===== src/verilog/mah_pkg.sv =====
// mah_pkg: shared constants and types for the ack/nack handler.
// assumes one 20 MHz clock and a synchronous active-high reset.
package mah_pkg;
   localparam int CLK_PERIOD_NS = 50;
   // extended interframe space, figure in microseconds (plain default)
   localparam int EIFS_US = 100;
   localparam int EIFS_CYC = (EIFS_US * 1000 + CLK_PERIOD_NS - 1)
                             / CLK_PERIOD_NS;
   // longest wait for a response, microseconds (plain default)
   localparam int RSP_WAIT_US = 200;
   localparam int RSP_WAIT_CYC = (RSP_WAIT_US * 1000) / CLK_PERIOD_NS;
   localparam int CNT_W = 16;
   localparam logic [CNT_W-1:0] CNT_ZERO = 16'h0000;
   localparam logic [CNT_W-1:0] CNT_ONE = 16'h0001;
   // fcs byte positions in the echoed header
   localparam int FCS_HI_MSB = 15;
   localparam int FCS_HI_LSB = 8;
   localparam int FCS_LO_MSB = 7;
   localparam int FCS_LO_LSB = 0;
   localparam logic [15:0] FCS_RST = 16'h0000;
   // transmit-side states
   typedef enum logic [1:0] {
      TX_IDLE = 2'b00,
      TX_WAIT = 2'b01,
      TX_EIFS = 2'b10
   } mah_tx_state_type;
endpackage


===== src/verilog/mah_ack_nack_handler.sv =====
// mah_ack_nack_handler: decides ack/nack replies for received frames and
// checks replies to our own acknowledged transmissions.
// assumes the phy/mac around it gives one-cycle strobes with stable data.
//
// Overview of operation
// - replies go out only as frame control headers
// - good fcs, requested, addressed to us: ack
// - bad fcs, requested, addressed to us: nack
// - collision-caused error: stay silent, no nack
// - no response: collision, retry after eifs
// - valid nack: retry with csma random backoff
// - echo fcs: high byte tone map, low phase
// - echoed fcs mismatch: ignore, treat as collision
`timescale 1ns/100ps
`default_nettype none
module mah_ack_nack_handler
   import mah_pkg::*;
(
   input wire logic MCLK_I,
   input wire logic SYS_RST_I,
   // receive side: one frame end strobe with its decoded header fields
   input wire logic RX_FRAME_DONE_I,
   input wire logic RX_FCS_OK_I,
   input wire logic RX_ACK_REQ_I,
   input wire logic RX_COLLISION_I,
   input wire logic [15:0] RX_DST_ADDR_I,
   input wire logic [15:0] RX_DST_PAN_I,
   input wire logic [15:0] RX_FCS_I,
   input wire logic [15:0] OWN_ADDR_I,
   input wire logic [15:0] OWN_PAN_I,
   // reply header request towards the phy
   output logic RSP_SEND_O,
   output logic RSP_IS_NACK_O,
   output logic [7:0] TONE_MAP_BYTE_O,
   output logic [7:0] PHASE_DETECTION_COUNTER_BYTE_O,
   // transmit side
   input wire logic TX_DONE_I,
   input wire logic TX_ACK_REQ_I,
   input wire logic [15:0] TX_FCS_I,
   input wire logic RSP_RCVD_I,
   input wire logic RSP_NACK_I,
   input wire logic [7:0] RSP_TONE_MAP_BYTE_I,
   input wire logic [7:0] RSP_PHASE_DETECTION_COUNTER_BYTE_I,
   output logic TX_SUCCESS_O,
   output logic RETRY_EIFS_O,
   output logic RETRY_CSMA_O,
   output logic TX_BUSY_O
);
   // timing of the receive group:
   //   edge 0: frame end strobe sampled together with its header fields
   //   edge 1: reply strobe high for one cycle, with kind and echo bytes
   //   the kind flag and both echo bytes hold until the next reply, so a
   //   slow header builder may read them after the strobe has dropped
   // back to back frame ends are fine: each edge is decided on its own,
   // and nothing is queued, so the phy must take every strobe it gets
   //
   // timing of the transmit group:
   //   edge 0: frame sent strobe with ack request and its check sequence
   //   edge 1: busy goes high, the wait counter is loaded
   //   edge k: reply strobe sampled while waiting, echo compared and found matching
   //   edge k+1: exactly one outcome pulse, busy low again
   // silence for the whole wait window and a wrong echo both end in the
   // extended space, after which the eifs retry pulse is given
   //
   // hazards and limits:
   //   a sent strobe while busy is dropped; the mac above must wait for
   //   busy to fall before handing over the next acknowledged frame
   //   replies that arrive while idle or during the extended space are
   //   dropped, since no frame of ours could be answered by them
   //   the collision flag is trusted as given; a phy that cannot tell a
   //   collision from noise should hold it low and let nacks go out
   //   the reply carries no timing of its own: the phy decides when the
   //   header goes on the line after the reply strobe
   //
   // trade-offs:
   //   one shared down counter serves both the response wait and the
   //   extended space, as the two never overlap
   //   the counter is 16 bits wide, ample for both default spans at this
   //   clock; longer spans need a wider counter, not a prescaler
   //   outcome pulses are registered so the mac above sees clean strobes
   //   one cycle after the deciding edge, never a decode glitch
   // receive decision
   logic rx_match;
   logic rx_ack;
   logic rx_nack;
   logic rsp_send_r;
   logic rsp_nack_r;
   logic [7:0] tm_r;
   logic [7:0] pdc_r;

   // addressed to us and reply wanted
   assign rx_match = RX_FRAME_DONE_I && RX_ACK_REQ_I
                     && (RX_DST_ADDR_I == OWN_ADDR_I)
                     && (RX_DST_PAN_I == OWN_PAN_I);
   assign rx_ack = rx_match && RX_FCS_OK_I;
   // a collision-induced error gets no reply, so the sender backs off
   assign rx_nack = rx_match && !RX_FCS_OK_I && !RX_COLLISION_I;

   // reply is a header-only request with the fcs echoed in it
   always_ff @(posedge MCLK_I) begin
      if (SYS_RST_I) begin
         rsp_send_r <= 1'b0;
         rsp_nack_r <= 1'b0;
         tm_r <= 8'h00;
         pdc_r <= 8'h00;
      end else begin
         rsp_send_r <= rx_ack || rx_nack;
         if (rx_ack || rx_nack) begin
            rsp_nack_r <= rx_nack;
            tm_r <= RX_FCS_I[FCS_HI_MSB:FCS_HI_LSB];
            pdc_r <= RX_FCS_I[FCS_LO_MSB:FCS_LO_LSB];
         end
      end
   end

   assign RSP_SEND_O = rsp_send_r;
   assign RSP_IS_NACK_O = rsp_nack_r;
   assign TONE_MAP_BYTE_O = tm_r;
   assign PHASE_DETECTION_COUNTER_BYTE_O = pdc_r;

   // transmit side: wait for a matching reply
   mah_tx_state_type state_r, state_nxt;
   logic [15:0] sent_fcs_r;
   logic [CNT_W-1:0] cnt_r, cnt_nxt;
   logic [15:0] echo_fcs;
   logic rsp_valid;
   logic rsp_bad;
   logic wait_over;
   logic tx_start;
   logic succ_r, succ_nxt;
   logic eifs_r, eifs_nxt;
   logic csma_r, csma_nxt;

   assign echo_fcs = {RSP_TONE_MAP_BYTE_I,
                      RSP_PHASE_DETECTION_COUNTER_BYTE_I};
   // replies outside the wait state are dropped here
   assign rsp_valid = (state_r == TX_WAIT) && RSP_RCVD_I
                      && (echo_fcs == sent_fcs_r);
   assign rsp_bad = (state_r == TX_WAIT) && RSP_RCVD_I
                    && (echo_fcs != sent_fcs_r);
   assign wait_over = (cnt_r == CNT_ONE);
   // only an idle handler takes a new acknowledged frame
   assign tx_start = (state_r == TX_IDLE) && TX_DONE_I && TX_ACK_REQ_I;

   // next state; a wrong echo counts as a collision, like silence
   always_comb begin
      state_nxt = state_r;
      cnt_nxt = cnt_r;
      succ_nxt = 1'b0;
      eifs_nxt = 1'b0;
      csma_nxt = 1'b0;
      case (state_r)
         TX_IDLE: begin
            if (TX_DONE_I && TX_ACK_REQ_I) begin
               state_nxt = TX_WAIT;
               cnt_nxt = CNT_W'(RSP_WAIT_CYC);
            end
         end
         TX_WAIT: begin
            if (rsp_valid && !RSP_NACK_I) begin
               succ_nxt = 1'b1;
               state_nxt = TX_IDLE;
            end else if (rsp_valid) begin
               csma_nxt = 1'b1;
               state_nxt = TX_IDLE;
            end else if (rsp_bad || wait_over) begin
               state_nxt = TX_EIFS;
               cnt_nxt = CNT_W'(EIFS_CYC);
            end else begin
               cnt_nxt = cnt_r - CNT_ONE;
            end
         end
         TX_EIFS: begin
            if (wait_over) begin
               eifs_nxt = 1'b1;
               state_nxt = TX_IDLE;
               cnt_nxt = CNT_ZERO;
            end else begin
               cnt_nxt = cnt_r - CNT_ONE;
            end
         end
         default: begin
            state_nxt = TX_IDLE;
            cnt_nxt = CNT_ZERO;
         end
      endcase
   end

   // state and one-cycle outcome pulses
   always_ff @(posedge MCLK_I) begin
      if (SYS_RST_I) begin
         state_r <= TX_IDLE;
         cnt_r <= CNT_ZERO;
         succ_r <= 1'b0;
         eifs_r <= 1'b0;
         csma_r <= 1'b0;
      end else begin
         state_r <= state_nxt;
         cnt_r <= cnt_nxt;
         succ_r <= succ_nxt;
         eifs_r <= eifs_nxt;
         csma_r <= csma_nxt;
      end
   end

   // remember what we sent so the echo can be checked
   always_ff @(posedge MCLK_I) begin
      if (SYS_RST_I) begin
         sent_fcs_r <= FCS_RST;
      end else if (tx_start) begin
         sent_fcs_r <= TX_FCS_I;
      end
   end

   assign TX_SUCCESS_O = succ_r;
   assign RETRY_EIFS_O = eifs_r;
   assign RETRY_CSMA_O = csma_r;
   assign TX_BUSY_O = (state_r != TX_IDLE);
endmodule
`default_nettype wire


===== config.mk =====
export PLATFORM = sky130hd
export DESIGN_NAME = mah_ack_nack_handler
export DESIGN_NICKNAME = d
export VERILOG_FILES = /design/src/verilog/mah_pkg.sv /design/src/verilog/mah_ack_nack_handler.sv
export SDC_FILE = /design/constraint.sdc
export NUM_CORES = 1
export LEC_CHECK = 0
export BUFFER_PORTS_ARGS = -buffer_cell sky130_fd_sc_hd__buf_2
export CAP_MARGIN = 10
export CORE_AREA = 2 2 89 91
export CTS_BUF_LIST = sky130_fd_sc_hd__clkbuf_8
export CTS_CLUSTER_DIAMETER = 60
export DETAILED_ROUTE_END_ITERATION = 8
export DIE_AREA = 0 0 91 93
export GPL_TIMING_DRIVEN = 0
export PLACE_DENSITY = 0.7
export SLEW_MARGIN = 15
export SYNTH_ARGS = -nofsm -noshare
export SYNTH_HDL_FRONTEND = slang
export SYNTH_SLANG_ARGS = --single-unit

===== constraint.sdc =====
create_clock -name MCLK_I -period 7.75 [get_ports MCLK_I]
set_clock_uncertainty 0.1 [all_clocks]
set_input_delay 1.55 -clock MCLK_I [delete_from_list [all_inputs] [get_ports MCLK_I]]
set_output_delay 1.55 -clock MCLK_I [all_outputs]
set_load 0.01 [all_outputs]

# == Yosys cells after proc, flatten, opt, wreduce, memory -nomap -nowiden ==
# Index checks and enable logic that the tools add are counted.
# word_totals
reg_bits,55
inputBits,122
output_inout_bits,22
elab_cells,65
# op_classes
n_addsub,1
eq_ne,12
muxes,15
bitwise,2
n_reduce_logical,25
# ops
op,n
$mux 16,5
$eq 16x16->1,3
$pmux 16 s3,1
$eq 16x1->1 const B,1
$ne 16x16->1,1
$sub 16x1->16 const B,1
$logic_and 1x1->1,13
$mux 2,5
$ne 2x2->1 const B,3
$pmux 2 s3,1
$reduce_and 3->1,2
$ne 4x2->1 const B,1
$reduce_or 2->1,2
$logic_not 1->1,3
$mux 1,3
$reduce_or 3->1,1
$eq 2x1->1 const B,1
$eq 2x2->1 const B,1
$logic_not 2->1,1
$logic_or 1x1->1,2
$ne 2x1->1 const B,1
$not 1->1,2
$reduce_bool 2->1,1

# == Depth between registers and ports, before layout ==
# logic_depth
word_depth,8
depth_mapped,8
ltp_nobuf,8

# == Worst setup path before layout ==
# Ideal clock, no wire load.
# synth_timing
path_type,input to register
start,input OWN_ADDR_I[13]
end,register tm_r[4] (netlist: TONE_MAP_BYTE_O[4])
setup_ps,128
t_arrival_ps,3315
required_ps,7522
path_slack_ps,4207
stages,7
n_path_buf,1
cell_sequence,xnor2_1 -> nand4_1 -> or4_4 -> nor4_4 -> buf_8 -> mux2i_1 -> nor2_1
# synth_between
elab_chain_cells,6
word_cells_on_any_way,7
classes_between,eq/ne: 1; reduce/logical: 6
# synth_lines
item,line_no,text
start: declaration,mah_ack_nack_handler.sv:29,"input wire logic [15:0] OWN_ADDR_I,"
$eq 16x16->1 *,mah_ack_nack_handler.sv:93,&& (RX_DST_ADDR_I == OWN_ADDR_I)
$logic_and 1x1->1 *,mah_ack_nack_handler.sv:93,
$logic_and 1x1->1 *,mah_ack_nack_handler.sv:94,&& (RX_DST_PAN_I == OWN_PAN_I);
$logic_and 1x1->1 (2 in a row),mah_ack_nack_handler.sv:97,assign rx_nack = rx_match && !RX_FCS_OK_I && !RX_COLLISION_I;
$logic_or 1x1->1 *,mah_ack_nack_handler.sv:108,if (rx_ack || rx_nack) begin
end signal: assignment,mah_ack_nack_handler.sv:110,tm_r <= RX_FCS_I[FCS_HI_MSB:FCS_HI_LSB];
end: declaration,mah_ack_nack_handler.sv:88,logic [7:0] tm_r;
# Every way passes the cells marked *; elsewhere a longest branch is shown, timed or not.
# A chain may end at the register's enable or synchronous reset.

# == Worst setup path after layout ==
# layout_timing
start,input OWN_ADDR_I[13]
end,register pdc_r[3] (netlist: PHASE_DETECTION_COUNTER_BYTE_O[3])
# layout_between
elab_chain_cells,6
word_cells_on_any_way,7
classes_between,eq/ne: 1; reduce/logical: 6
# layout_lines
item,line_no,text
$eq 16x16->1 *,mah_ack_nack_handler.sv:93,
$logic_and 1x1->1 *,mah_ack_nack_handler.sv:93,
$logic_and 1x1->1 *,mah_ack_nack_handler.sv:94,
$logic_and 1x1->1 (2 in a row),mah_ack_nack_handler.sv:97,
$logic_or 1x1->1 *,mah_ack_nack_handler.sv:108,
end signal: assignment,mah_ack_nack_handler.sv:111,pdc_r <= RX_FCS_I[FCS_LO_MSB:FCS_LO_LSB];
end: declaration,mah_ack_nack_handler.sv:89,logic [7:0] pdc_r;
# Marks and branches as above.

==> run metrics <==
run status finished, final reports clean; Top FF cell, synth sky130_fd_sc_hd__dfxtp_1; net switching share of the total power 29.2%; Critical Path AT 3620 ps; logic gate share of total power 24.9%; area added between synthesis and finish 31.4%; sequential cell area fraction in the yosys report 37.3%; per-cell via count in the routed design 4.94; delay of the slowest cell on the worst path 620 ps; required time worst endpoint 7830 ps; sequential cell area 0.00110 mm2; initial core utilization 39.2%; Core Region 0.00753 mm2; site row count 32; Total Nets Final 623; die outline area 0.00846 mm2; DRC marker count from the first detailed-route iteration 113; Total Routing Usage GR 17.3%; last weighted congestion value of the routability-driven placer 0.905; DRC errors left 0; final WL 7.55 mm; startpoint class of the critical path primary input; final worst path period share 45.7%; height of the chip 93 um; pin count of the biggest net entering global routing 16; Final HPWL DP 6.09 mm; final hold vios 0; combined area of the multi-input logic cells 0.00176 mm2; ANT cells 0; Leakage Power 1.63 nW; Routed WL per cell 12.6 um; Post-synth EDFFs 0; I/O pin total 144; Buffers on Ports 142; global-route wire length before repair 12.1 mm; TritonCTS clock tree done; total negative setup slack 0 ps; critical path class in2reg; share of power burned in registers 49.6%; count of filler cells inserted in the layout 762; final worst slack 4210 ps; post-CTS sizing 0; CP endpoint kind flip-flop; fraction of final layout cells with drive strength greater than 1 32.7%; number of sinks handled by clock tree synthesis 55; clock network latency to the later pin of the worst-skew pair 300 ps; power dissipated by switching net loads 0.183 mW; classification of the worst-slack hold path reg2reg; number of flip-flops and latches in the synthesized netlist 55; deepest clock path buffer count 2; post-placement worst setup slack 3860 ps; Vias 2969; highest clock rate 282 MHz; worst-margin pin slew 842 ps; total clock buffers created by CTS 5; yosys warns 0; end-of-flow core utilization 51.5%; final critical delay including setup and external delays 3540 ps; unrepaired setup endpoints after global routing false; Power per Cell Area 162 mW/mm2; H-tree depth 2; number of unique standard cell types used by synthesis 45; cts-stage hold buffer count 0; Mapped Avg Cell Area 8.43 um2; worst slew margin relative to its limit 43.3%; number of antenna-violating nets in the routed design 0; initial antenna violation count 0; Maximum Capacitance Violations 0; Int Power 0.443 mW; number of global-route vias before repair 2807; cell breakdown of the critical path buf_2 -> xnor2_1 -> nand4_1 -> or4_4 -> nor4_4 -> buf_8 -> mux2i_1 -> nor2_1; cell count after synthesis 350; maximum VDD drop 94.0 uV; post-synth design cell area 0.00295 mm2; clock slew at reported path FFs 90 ps; GRT overflow 0; total of endpoints with negative setup slack in the final report 0; post-CTS setup buffers 0; drt pass-1 iters 4; width of the chip 91 um; Max Fanout on Critical Path 10; pins over their slew limit 0; clock power share 25.5%; synthesized net count 474; CTS root buf sky130_fd_sc_hd__clkbuf_8; share of async-settable or async-resettable flops after synthesis 0%; library cell contributing the largest single delay on the critical path sky130_fd_sc_hd__nor4_4
cell usage after synthesis (all sizes together), types with 2 or more instances:
cell type	instances	area, um2
a21oi	33	165
o21bai	6	45.0
buf	3	25.0
or4	6	50.1
nor2b	4	25.0
mux2i	16	160
nor2	34	128
o21ai	7	35.0
xnor2	41	359
xor2	16	140
inv	6	22.5
nor4	10	77.6
nor3	9	50.1
clkbuf	10	37.5
o2111a	2	22.5
a211oi	3	22.5
a2111oi	2	17.5
or2	4	25.0
dfxtp	55	1100
nand3	5	25.0
ha	2	25.0
nand2b	3	18.8
nand2	45	169
nand4	10	62.6
or3	2	12.5
a31oi	3	18.8
worst max-delay path: cells and delay by family:
family	cells	cell delay [ps]
simple gates	4	1390
buf+inv	2	340
mux	1	210
xor+xnor	1	140
cell type report:
cell class / count / share of cell area [%]
Clock buffer: 6 / 2.13
Timing Repair Buffer: 142 / 18.3
Sequential cell: 55 / 28.4
Tap cell: 102 / 3.29
Inverter: 6 / 0.581
Clock inverter: 1 / 0.129
Buffer: 13 / 1.61
Multi-Input combinational cell: 276 / 45.5
cell usage in the layout (no fill, tap or decap), types with 2 or more instances in the layout:
master	Yosys	layout
sky130_fd_sc_hd__or3_1	2	2
sky130_fd_sc_hd__mux2i_1	16	16
sky130_fd_sc_hd__inv_1	6	6
sky130_fd_sc_hd__a21oi_1	33	33
sky130_fd_sc_hd__clkbuf_1	10	10
sky130_fd_sc_hd__xnor2_1	41	41
sky130_fd_sc_hd__xor2_1	16	16
sky130_fd_sc_hd__nor4_1	9	9
sky130_fd_sc_hd__o21ai_1	2	2
sky130_fd_sc_hd__nor3_1	8	8
sky130_fd_sc_hd__nor2b_1	4	4
sky130_fd_sc_hd__ha_1	2	2
sky130_fd_sc_hd__o21bai_1	6	6
sky130_fd_sc_hd__o2111a_1	2	2
sky130_fd_sc_hd__nand4_1	10	10
sky130_fd_sc_hd__a211oi_1	3	3
sky130_fd_sc_hd__a31oi_1	3	3
sky130_fd_sc_hd__nand2_1	45	45
sky130_fd_sc_hd__clkbuf_8	0	6
sky130_fd_sc_hd__buf_2	2	144
sky130_fd_sc_hd__nor2_1	34	34
sky130_fd_sc_hd__o21ai_0	5	5
sky130_fd_sc_hd__nand2b_1	3	3
sky130_fd_sc_hd__or2_2	4	4
sky130_fd_sc_hd__a2111oi_0	2	2
sky130_fd_sc_hd__or4_1	4	4
sky130_fd_sc_hd__dfxtp_1	55	55
sky130_fd_sc_hd__nand3_1	5	5
stage by stage:
stage	cell area, um2	power [mW]	hold WS, ps	std cells
global placement	3790	0.467	354	594
finish	3870	0.626	370	601
global route	3870	0.664	392	601
CTS	3870	0.632	373	601
detailed placement	3790	0.472	360	594
floorplan	2950	0.414	349	350
layer usage:
metal	vias up	global-route usage (%)	wire length [um]
met3	6	4.19	461
li1	1516	-	-
met1	1355	20.1	3170
met5	-	0	0
met2	92	31.7	3870
met4	0	4.92	45
cell families (layout without fill, tap and decap cells):
family | after synthesis | in the layout | share of synthesized area, %
AO/OA/AOI/OAI | 64 | 64 | 13.3
multiplexers | 16 | 16 | 5.43
AND/OR/NAND/NOR | 137 | 137 | 23.2
buffers and inverters | 19 | 168 | 2.88
flip-flops | 55 | 55 | 37.3
XOR/XNOR | 57 | 57 | 16.9
adder cells (fa/ha/maj) | 2 | 2 | 0.848
worst paths after layout:
check / from / slack, ps / to / depth (start not counted)
max reg2reg: sent_fcs_r[9] / 5310 / cnt_r[8] / 8
max: OWN_ADDR_I[13] / 4210 / PHASE_DETECTION_COUNTER_BYTE_O[3] / 8
min reg2reg: sent_fcs_r[15] / 370 / sent_fcs_r[15] / 2
min: sent_fcs_r[15] / 370 / sent_fcs_r[15] / 2
sequential cells by signal, indices dropped and copies added (netlist names):
register	cells
state_r	2
TX_SUCCESS_O	1
RETRY_CSMA_O	1
cnt_r	16
RETRY_EIFS_O	1
TONE_MAP_BYTE_O	8
sent_fcs_r	16
RSP_IS_NACK_O	1
RSP_SEND_O	1
PHASE_DETECTION_COUNTER_BYTE_O	8
power by group through the flow:
stage | Clock (mW) | Sequential [mW] | Combinational [mW]
floorplan | 0 | 0.314 | 0.100
global placement | 0 | 0.316 | 0.151
detailed placement | 0 | 0.317 | 0.155
CTS | 0.165 | 0.310 | 0.156
global route | 0.178 | 0.313 | 0.174
finish | 0.160 | 0.310 | 0.156
Note: power is estimated with default switching activity, not from simulation.
